**config.mk**
```make
export PLATFORM = sky130hd
export DESIGN_NAME = idle_domain_control_status
export DESIGN_NICKNAME = d
export VERILOG_FILES = /design/src/hw/idle_domain_pkg.sv /design/src/hw/idle_domain_control_status.sv
export VERILOG_INCLUDE_DIRS = /design/src /design/src/hw
export SDC_FILE = /design/constraint.sdc
export NUM_CORES = 1
export LEC_CHECK = 0
export BUFFER_PORTS_ARGS = -buffer_cell sky130_fd_sc_hd__buf_2
export CAP_MARGIN = 5
export CORE_UTILIZATION = 45
export DETAILED_ROUTE_END_ITERATION = 10
export HOLD_SLACK_MARGIN = 0.03
export PLACE_DENSITY = 0.73
export SKIP_CTS_REPAIR_TIMING = 1
export SYNTH_ARGS = -nofsm -noshare
export SYNTH_HDL_FRONTEND = slang
export SYNTH_SLANG_ARGS = --single-unit
```
**constraint.sdc**
```tcl
create_clock -name ref_clk -period 1.5 [get_ports ref_clk]
set_clock_uncertainty 0.05 [all_clocks]
set_input_delay 0.375 -clock ref_clk [delete_from_list [all_inputs] [get_ports ref_clk]]
set_output_delay 0.375 -clock ref_clk [all_outputs]
set_load 0.01 [all_outputs]
```
**src/hw/idle_domain_params.svh**
```systemverilog
// Constants for the idle domain controller: offsets, fields, resets.
// Assumes inclusion by bare name from the package and the design file.
//
// Overview of operation
// - Peripheral group select 0 at idle keeps or wakes every peripheral.
// - Peripheral group select 1 at idle disables only peripherals masked 1.
// - Config bit 2: 0 keeps instruction cache running, 1 disables it.
// - Config bit 1: 0 keeps DMA and host port active, 1 disables both.
// - Config bit 0: 0 keeps the CPU running, 1 disables it.
// - Read-only 16-bit status at 0x0002; bits 15..9 zero; resets to 0.
// - Status bit 8 is 1 while the fetch port is disabled.
// - Status bit 7 is 1 while the master port is disabled.
// - Status bit 6 is 1 while the I/O space port is disabled.
// - Status bit 5 is 1 while the external memory interface is idled.
// - Status bit 4 is 1 while the clock generator is disabled.
// - Status bit 3 is 1 while the peripheral group is idled.
// - Status bit 2 is 1 while the instruction cache is disabled.
// - Status bit 1 is 1 while DMA and host port are disabled.
// - Status bit 0 is 1 while the CPU is disabled.
// - Clock generator idle with any of config bits 9..5 or 2..0 clear raises bus error.
// - Group select 0 at idle wakes all peripherals, ignoring the mask.
`ifndef IDLE_DOMAIN_PARAMS_SVH
`define IDLE_DOMAIN_PARAMS_SVH

// Register indices; byte address is four times the index
`define IDX_CONFIG    4'h1
`define IDX_STATUS    4'h2
`define IDX_MASK      4'h3
`define IDX_EVT_STAT  4'h4
`define IDX_EVT_CLR   4'h5
`define IDX_EVT_EN    4'h6

// Configuration bit positions
`define BIT_CORE      0
`define BIT_CACHE     2
`define BIT_PERIPH    3
`define BIT_CLKGEN    4
`define BIT_CLKEN     9
`define NUM_DOMAINS   9

// Writable and reset masks
`define CONFIG_WMASK  16'h03ff
`define MASK_WMASK    16'h3fff
`define CONFIG_RESET  16'h0000
`define MASK_RESET    16'h0000
`define STATUS_RESET  16'h0000
// Domains that must be idled alongside the clock generator
`define CLK_REQ_MASK  16'h03e7

// Interrupt event bits
`define EVT_BUS_ERR   0
`define EVT_ENTERED   1
`define EVT_WOKE      2
`define NUM_EVENTS    3

// Bus answers
`define RESP_OKAY     2'h0
`define RESP_DECERR   2'h3

`endif

```
**src/hw/idle_domain_pkg.sv**
```systemverilog
// Types shared by the idle domain controller.
// Assumes the constants header sits beside it.
`include "idle_domain_params.svh"

package idle_domain_pkg;

	// Overall controller state
	typedef enum logic [1:0] {
		ST_RUN   = 2'b00,
		ST_IDLED = 2'b01
	} ctrl_state_t;

	// Idle configuration layout, one select per domain
	typedef struct packed {
		logic [5:0] spare;
		logic       clock_gen_idle_enable;
		logic       fetch_port_sel;
		logic       master_port_sel;
		logic       io_port_sel;
		logic       ext_mem_if_sel;
		logic       clock_gen_idle_sel;
		logic       periph_group_idle_sel;
		logic       instr_cache_idle_sel;
		logic       master_periph_idle_sel;
		logic       core_idle_sel;
	} idle_cfg_t;

	// Latched half of an AXI4-Lite write
	typedef struct packed {
		logic        valid;
		logic [31:0] data;
	} wr_hold_t;

endpackage

```
**src/hw/idle_domain_control_status.sv**
```systemverilog
// Idle domain controller with AXI4-Lite register access.
// Assumes the idle instruction and wake request come from core logic on
// ref_clk as one-cycle pulses; gate outputs go to local clock gaters.
`include "idle_domain_params.svh"
`timescale 1ns/1ps
`default_nettype none

module idle_domain_control_status (
	input  wire logic        ref_clk,
	input  wire logic        rst,
	// AXI4-Lite slave
	input  wire logic [7:0]  s_axi_awaddr,
	input  wire logic        s_axi_awvalid,
	output logic             s_axi_awready,
	input  wire logic [31:0] s_axi_wdata,
	input  wire logic [3:0]  s_axi_wstrb,
	input  wire logic        s_axi_wvalid,
	output logic             s_axi_wready,
	output logic [1:0]       s_axi_bresp,
	output logic             s_axi_bvalid,
	input  wire logic        s_axi_bready,
	input  wire logic [7:0]  s_axi_araddr,
	input  wire logic        s_axi_arvalid,
	output logic             s_axi_arready,
	output logic [31:0]      s_axi_rdata,
	output logic [1:0]       s_axi_rresp,
	output logic             s_axi_rvalid,
	input  wire logic        s_axi_rready,
	// Core side
	input  wire logic        idleExec,
	input  wire logic        wakeReq,
	output logic [8:0]       domainGate,
	output logic [15:0]      periphGate,
	output logic             irq
);

	//------------------------------------------------------------
	// Registers
	//------------------------------------------------------------

	idle_domain_pkg::idle_cfg_t  cfg_reg;
	logic [15:0]                 mask_reg;
	logic [8:0]                  gate_reg;
	logic [8:0]                  gate_next;
	logic [15:0]                 periph_reg;
	logic [15:0]                 periph_next;
	logic                        groupIdle_reg;
	logic                        groupIdle_next;
	idle_domain_pkg::ctrl_state_t state_reg;
	logic [2:0]                  evtStat_reg;
	logic [2:0]                  evtEn_reg;
	logic [2:0]                  evtSet;
	logic [15:0]                 statusWord;
	logic [15:0]                 cfgWord;
	logic                        clkReqMissing;

	// AXI write side holds
	idle_domain_pkg::wr_hold_t   aw_reg;
	idle_domain_pkg::wr_hold_t   w_reg;
	logic [3:0]                  wstrb_reg;
	logic                        doWrite;
	logic [3:0]                  wrIdx;
	logic [3:0]                  rdIdx;
	logic [15:0]                 wrLanes;
	logic                        wrEvtClr;
	logic [2:0]                  clrBits;

	assign cfgWord = cfg_reg;

	//------------------------------------------------------------
	// Idle entry decision
	//------------------------------------------------------------

	// Every domain the clock generator depends on must be requested
	assign clkReqMissing = cfg_reg.clock_gen_idle_sel &&
		((cfgWord & `CLK_REQ_MASK) != `CLK_REQ_MASK);

	// Next gated state for the domains driven by config selects
	always_comb begin
		gate_next      = gate_reg;
		periph_next    = periph_reg;
		groupIdle_next = groupIdle_reg;
		if (wakeReq) begin
			// Wake restores every domain; a late idle loses to it
			gate_next      = 9'h000;
			periph_next    = 16'h0000;
			groupIdle_next = 1'b0;
		end else if (idleExec && !clkReqMissing) begin
			gate_next[0] = cfg_reg.core_idle_sel;
			gate_next[1] = cfg_reg.master_periph_idle_sel;
			gate_next[2] = cfg_reg.instr_cache_idle_sel;
			gate_next[4] = cfg_reg.clock_gen_idle_sel;
			gate_next[5] = cfg_reg.ext_mem_if_sel;
			gate_next[6] = cfg_reg.io_port_sel;
			gate_next[7] = cfg_reg.master_port_sel;
			gate_next[8] = cfg_reg.fetch_port_sel;
			if (cfg_reg.periph_group_idle_sel) begin
				// Masked ones idle; unmasked ones wake
				periph_next    = mask_reg;
				groupIdle_next = 1'b1;
			end else begin
				// Group wake ignores the mask entirely
				periph_next    = 16'h0000;
				groupIdle_next = 1'b0;
			end
			gate_next[3] = groupIdle_next;
		end
	end

	// Gated state, held until the next idle or wake
	always_ff @(posedge ref_clk) begin
		if (rst) begin
			gate_reg      <= 9'h000;
			periph_reg    <= 16'h0000;
			groupIdle_reg <= 1'b0;
		end else begin
			gate_reg      <= gate_next;
			periph_reg    <= periph_next;
			groupIdle_reg <= groupIdle_next;
		end
	end

	// Overall state follows whether any domain is gated
	always_ff @(posedge ref_clk) begin
		if (rst) begin
			state_reg <= idle_domain_pkg::ST_RUN;
		end else begin
			case (state_reg)
				idle_domain_pkg::ST_RUN: begin
					if (gate_next != 9'h000 || periph_next != 16'h0000)
						state_reg <= idle_domain_pkg::ST_IDLED;
				end
				idle_domain_pkg::ST_IDLED: begin
					if (gate_next == 9'h000 && periph_next == 16'h0000)
						state_reg <= idle_domain_pkg::ST_RUN;
				end
				default: begin
					state_reg <= idle_domain_pkg::ST_RUN;
				end
			endcase
		end
	end

	assign domainGate = gate_reg;
	assign periphGate = periph_reg;

	//------------------------------------------------------------
	// Status word
	//------------------------------------------------------------

	// Built from gated state, never from the config selects
	always_comb begin
		statusWord      = `STATUS_RESET;
		statusWord[0]   = gate_reg[0];
		statusWord[1]   = gate_reg[1];
		statusWord[2]   = gate_reg[2];
		statusWord[3]   = groupIdle_reg;
		statusWord[4]   = gate_reg[4];
		statusWord[5]   = gate_reg[5];
		statusWord[6]   = gate_reg[6];
		statusWord[7]   = gate_reg[7];
		statusWord[8]   = gate_reg[8];
	end

	//------------------------------------------------------------
	// Interrupt events
	//------------------------------------------------------------

	always_comb begin
		evtSet = 3'h0;
		evtSet[`EVT_BUS_ERR] = idleExec && clkReqMissing && !wakeReq;
		evtSet[`EVT_ENTERED] = idleExec && !clkReqMissing && !wakeReq;
		evtSet[`EVT_WOKE]    = wakeReq && (state_reg ==
			idle_domain_pkg::ST_IDLED);
	end

	// Sticky status; a set in the clear cycle wins
	always_ff @(posedge ref_clk) begin
		if (rst)
			evtStat_reg <= 3'h0;
		else
			evtStat_reg <= (evtStat_reg & ~clrBits) | evtSet;
	end

	assign irq = |(evtStat_reg & evtEn_reg);

	//------------------------------------------------------------
	// AXI4-Lite write channel
	//------------------------------------------------------------

	// Address and data may arrive in either order; each is held once
	assign s_axi_awready = !aw_reg.valid && !s_axi_bvalid;
	assign s_axi_wready  = !w_reg.valid && !s_axi_bvalid;
	assign doWrite       = aw_reg.valid && w_reg.valid && !s_axi_bvalid;
	assign wrIdx         = aw_reg.data[5:2];

	always_ff @(posedge ref_clk) begin
		if (rst) begin
			aw_reg <= '0;
		end else if (s_axi_awvalid && s_axi_awready) begin
			aw_reg.valid <= 1'b1;
			aw_reg.data  <= {24'h000000, s_axi_awaddr};
		end else if (doWrite) begin
			aw_reg.valid <= 1'b0;
		end
	end

	always_ff @(posedge ref_clk) begin
		if (rst) begin
			w_reg     <= '0;
			wstrb_reg <= 4'h0;
		end else if (s_axi_wvalid && s_axi_wready) begin
			w_reg.valid <= 1'b1;
			w_reg.data  <= s_axi_wdata;
			wstrb_reg   <= s_axi_wstrb;
		end else if (doWrite) begin
			w_reg.valid <= 1'b0;
		end
	end

	// Byte lanes over the low half-word only
	assign wrLanes = {{8{wstrb_reg[1]}}, {8{wstrb_reg[0]}}};
	// A misaligned write answers DECERR and must not touch anything
	assign wrEvtClr = doWrite && (aw_reg.data[7:6] == 2'h0) &&
		(aw_reg.data[1:0] == 2'h0) && (wrIdx == `IDX_EVT_CLR);
	assign clrBits = wrEvtClr ? (w_reg.data[2:0] & wrLanes[2:0]) : 3'h0;

	// Register writes; status writes fall through untouched
	always_ff @(posedge ref_clk) begin
		if (rst) begin
			cfg_reg   <= `CONFIG_RESET;
			mask_reg  <= `MASK_RESET;
			evtEn_reg <= 3'h0;
		end else if (doWrite && aw_reg.data[7:6] == 2'h0 &&
			aw_reg.data[1:0] == 2'h0) begin
			if (wrIdx == `IDX_CONFIG) begin
				cfg_reg <= (cfgWord & ~(wrLanes & `CONFIG_WMASK)) |
					(w_reg.data[15:0] & wrLanes & `CONFIG_WMASK);
			end else if (wrIdx == `IDX_MASK) begin
				mask_reg <= (mask_reg & ~(wrLanes & `MASK_WMASK)) |
					(w_reg.data[15:0] & wrLanes & `MASK_WMASK);
			end else if (wrIdx == `IDX_EVT_EN) begin
				evtEn_reg <= (evtEn_reg & ~wrLanes[2:0]) |
					(w_reg.data[2:0] & wrLanes[2:0]);
			end
		end
	end

	// Write response; status is accepted but ignored
	always_ff @(posedge ref_clk) begin
		if (rst) begin
			s_axi_bvalid <= 1'b0;
			s_axi_bresp  <= `RESP_OKAY;
		end else if (doWrite) begin
			s_axi_bvalid <= 1'b1;
			if (aw_reg.data[7:6] != 2'h0 || aw_reg.data[1:0] != 2'h0)
				s_axi_bresp <= `RESP_DECERR;
			else if (wrIdx >= `IDX_CONFIG && wrIdx <= `IDX_EVT_EN)
				s_axi_bresp <= `RESP_OKAY;
			else
				s_axi_bresp <= `RESP_DECERR;
		end else if (s_axi_bready) begin
			s_axi_bvalid <= 1'b0;
		end
	end

	//------------------------------------------------------------
	// AXI4-Lite read channel
	//------------------------------------------------------------

	assign s_axi_arready = !s_axi_rvalid;
	assign rdIdx         = s_axi_araddr[5:2];

	// Read data registered one cycle after the address is taken
	always_ff @(posedge ref_clk) begin
		if (rst) begin
			s_axi_rvalid <= 1'b0;
			s_axi_rdata  <= 32'h00000000;
			s_axi_rresp  <= `RESP_OKAY;
		end else if (s_axi_arvalid && s_axi_arready) begin
			s_axi_rvalid <= 1'b1;
			s_axi_rresp  <= `RESP_OKAY;
			s_axi_rdata  <= 32'h00000000;
			if (s_axi_araddr[7:6] != 2'h0 || s_axi_araddr[1:0] != 2'h0)
				s_axi_rresp <= `RESP_DECERR;
			else if (rdIdx == `IDX_CONFIG)
				s_axi_rdata <= {16'h0000, cfgWord};
			else if (rdIdx == `IDX_STATUS)
				s_axi_rdata <= {16'h0000, statusWord};
			else if (rdIdx == `IDX_MASK)
				s_axi_rdata <= {16'h0000, mask_reg};
			else if (rdIdx == `IDX_EVT_STAT)
				s_axi_rdata <= {29'h00000000, evtStat_reg};
			else if (rdIdx == `IDX_EVT_CLR)
				s_axi_rdata <= 32'h00000000; // Write-only reads zero
			else if (rdIdx == `IDX_EVT_EN)
				s_axi_rdata <= {29'h00000000, evtEn_reg};
			else
				s_axi_rresp <= `RESP_DECERR;
		end else if (s_axi_rready) begin
			s_axi_rvalid <= 1'b0;
		end
	end

endmodule

`default_nettype wire

```
**Word-level counts from Yosys, hierarchy flattened**

Cells that the tools add are included.

- Mux-type cells: 33
- Bitwise logic cells: 17
- Magnitude comparators: 2
- Reduce and logical (&&, ||, !) cells: 48
- Equal/unequal tests: 14

Operators by type and width:

| kind | count |
|---|---|
| $mux 16 | 7 |
| $and 16x16->16 | 2 |
| $mux 2 | 11 |
| $eq 4x3->1 const B | 5 |
| $logic_and 1x1->1 | 18 |
| $mux 9 | 2 |
| $logic_not 16->1 | 1 |
| $not 10->16 | 1 |
| $not 14->16 | 1 |
| $or 16x10->16 | 1 |
| $or 16x14->16 | 1 |
| $reduce_bool 16->1 | 1 |
| $reduce_bool 2->1 | 8 |
| $and 14x14->14 | 1 |
| $and 3x3->3 | 4 |
| $eq 4x2->1 const B | 3 |
| $mux 3 | 4 |
| $logic_not 9->1 | 1 |
| $reduce_bool 9->1 | 1 |
| $eq 4x1->1 const B | 2 |
| $mux 1 | 8 |
| $ne 8x8->1 const B | 1 |
| $logic_not 1->1 | 6 |
| $logic_not 2->1 | 3 |
| other kinds (14) | 21 |

- Register bits: 130
- Output and inout port bits: 67
- Word-level logic and storage cells: 142
- Bits of input ports: 61

**Depth between registers and ports, before layout**

- Word-level depth: 10
- Depth in mapped cells: 6
- Gate-level depth less buffers: 4

**Worst setup path after synthesis**

OpenSTA, ideal clock, no wires.

- Path type: reg2reg
- From: reg aw_reg[7] in the netlist's numbering
- To: reg with a tool-made name
- Data required time: 1.322 ns
- Data arrival time: 1.470 ns
- Setup slack: -0.147 ns
- Setup time: 0.128 ns
- Period minus slack after synthesis: 1.647 ns
- Stages on the path, launching flop included: 5
- Buffers on the path: 0
- Cell sequence: dfxtp_1 -> or4_4 -> nor4_4 -> mux2i_1 -> nor2_1

RTL lines:

| item | RTL line | source |
|---|---|---|
| start, declared | idle_domain_control_status.sv:58 | `idle_domain_pkg::wr_hold_t aw_reg;` |

==> flow_metrics.tcl <==
set metrics [dict create \
    status "finished with violations" \
    failed_checks "setup timing" \
    slowest_delay_ns 0.38 \
    die_h_microns 103 \
    clkTransAtPathRegs_ns 0.10 \
    cp_cell_sequence "a222oi_1 > inv_1 > buf_2" \
    fin_area_sq_um 5660 \
    rows 36 \
    hp-class "input port to flip-flop" \
    power.leakage_nw 2.27 \
    async_flop_share 0 \
    period_minus_slack_ns 1.75 \
    cts_root_buffer "clkbuf_8" \
    cp.arrival_ns 1.33 \
    synth_flop_cell "dfxtp_1" \
    place_area_sq_um 5270 \
    routabilityCongestion 0.947 \
    critPathBufInv 2 \
    endpoint_kind "output pin" \
    crit_slowest_cell "a222oi_1" \
    initial_utilization 0.466 \
    p_int_mw 3.74 \
    startpoint_type "flip-flop" \
    critPathKind "flip-flop to output pin" \
    dieArea_sq_um 10600 \
    worst_pin_slew_ns 0.509 \
    portBuffers 89 \
    first_global_vias 3767 \
    dp_hpwl_microns 8420 \
    cap_viol_max_count 0 \
    antenna_cells 0 \
    track_usage 0.219 \
    synthCells 539 \
    yosysSeqAreaShare 0.441 \
    hold_ws_ns 0.185 \
    grt_pass1_wl_microns 17900 \
    synth-edff-count 0 \
    ir_drop_mv 0.435 \
    drv_slew 0 \
    ioPinCount 128 \
    synth_top_cell_by_area "dfxtp_1" \
    pwr-share-clk 0.330 \
    seqPwrFrac 0.557 \
    synth_top_cell_area_share 0.441 \
    insertion_delay_ns 0.37 \
    synth_seq_cells 101 \
    max_clock_freq_mhz 571 \
    dr.first_iter.drc_count 189 \
    power_density_nw_per_um2 887 \
    num_vias 4153 \
    drc 0 \
    fin_nets 699 \
    routed_via_density 5.36 \
    gr-total-overflow 0 \
    fp.dieW_microns 103 \
    layout_setup_ws_ns -0.252 \
    dp_slack_ns -0.326 \
    clock_path_buffers 2 \
    final_hold_viol_count 0 \
    grt_max_degree 61 \
    synth_area_leaders "dfxtp_1, a21oi_1, nand2_1" \
    ant_nets 0 \
    avgSynthCellArea_sq_um 8.50 \
    tritoncts "done" \
    path_max_fanout 3 \
    syn_area_sq_um 4580 \
    wire_per_inst_microns 14.9 \
    layout-drive-gt1-share 0.276 \
    p_comb_frac 0.113 \
    cts-htree-levels 3 \
    critPathRequiredTime_ns 1.07 \
    core_area_sq_um 9820 \
    period_share 1.17 \
    synth_cell_types 50 \
    clock-sinks 101 \
    power.switching_mw 1.29 \
    cp_top_family "compound AO/OA/AOI/OAI gates" \
    rsz0062_at_grt "yes" \
    wirelength_microns 11500 \
    swShare 0.256 \
    grt_antenna_before_repair 0 \
    dr.pass1.iters 7 \
    flow.area_growth_from_synthesis_pct 23.7 \
    slew_headroom 0.660 \
    power_mw 5.02 \
    numCtsBuffers 9 \
    ys_warn_count 0 \
    fillCellCount 891 \
    setup_violations 32 \
]
synthesized netlist by cell type (4+ instances only):
cell type    n
nand3_1     11
and3_1       5
clkbuf_1    33
nand3b_1     8
o31ai_1      8
nor4_1       9
nand2_1     69
nand2b_1    29
o221a_1      6
and2_1       9
mux2i_1     22
nand4_1     30
inv_1        7
a21oi_1     77
dfxtp_1    101
nor2_1      12
o21ai_1     35
buf_4       20
buf_1        4
path summary, 6_finish.rpt:
kind	start	endpoint	slack, ns	depth (start not counted)
worst max register to register	aw_reg[7]$_SDFFE_PP0P_	flip-flop	-0.25	5
worst min register to register	s_axi_rdata[5]$_SDFFE_PP0P_	s_axi_rdata[5]$_SDFFE_PP0P_	0.41	2
worst min-delay path	s_axi_wdata[11]	w_reg[11]$_SDFFE_PP0P_	0.18	3
worst max-delay path	flip-flop	irq	-0.25	3
tightest hold or removal path: cells and delay by family:
kind	cells	cell delay, ns
AOI/OAI and AO/OA	1	0.05
buffers and inverters	1	0.09
and+or+nand+nor	1	0.05
power by group through the flow:
stage / combinational [mW] / sequential, mW / clock [mW]
6_report: 0.566 / 2.80 / 1.66
5_1_grt: 0.624 / 2.81 / 1.82
4_1_cts: 0.504 / 2.79 / 1.69
3_5_place_dp: 0.502 / 2.86 / 0
3_3_place_gp: 0.492 / 2.85 / 0
2_1_floorplan: 0.366 / 2.85 / 0
area by class of cell:
cell class,count,area [sq um],share of cell area
Clock buffer,11,131,0.0232
Multi-Input combinational cell,385,2410,0.425
Tap cell,133,166,0.0294
Sequential cell,101,2030,0.359
Clock inverter,4,50.0,0.00884
Timing Repair Buffer,131,841,0.148
Inverter,10,37.5,0.00663
per-layer routing:
metal / vias to the layer above / track usage / routed length [microns]
met1: 1915 / 0.280 / 5060
li1: 2091 / - / -
met5: - / 0 / 0
met3: 13 / 0.0542 / 793
met2: 134 / 0.350 / 5490
met4: 0 / 0.102 / 195
kinds of logic after synthesis:
group,after synthesis,synth area share
other cells,1,0.000819
compound gates,139,0.175
mux,23,0.0505
flops,101,0.441
simple gates,205,0.258
buf+inv,70,0.0746
through the flow:
step,std cells,utilization,TNS [ns]
floorplan,556,-,-1.11
global placement,754,0.537,-5.70
detailed placement,754,0.537,-6.17
CTS,769,0.556,-3.01
global route,775,0.577,-5.84
finish,775,0.577,-3.66
layout by cell type, fill, tap and decap left out, drive strengths merged, types with 2 or more instances in the layout:
cell type	n
buf	131
dfxtp	101
a21oi	77
nand2	69
o21ai	36
nand4	31
nand2b	29
mux2i	22
conb	18
nand3	12
nor2	12
nor4	12
clkbuf	11
and2	10
inv	9
nand3b	8
o31ai	8
o221a	6
and3	5
nor3	5
nor2b	3
o2bb2ai	3
and3b	2
a41o	2
or4	2
clkinvlp	2
clkinv	2
(Power assumes the default switching activity.)
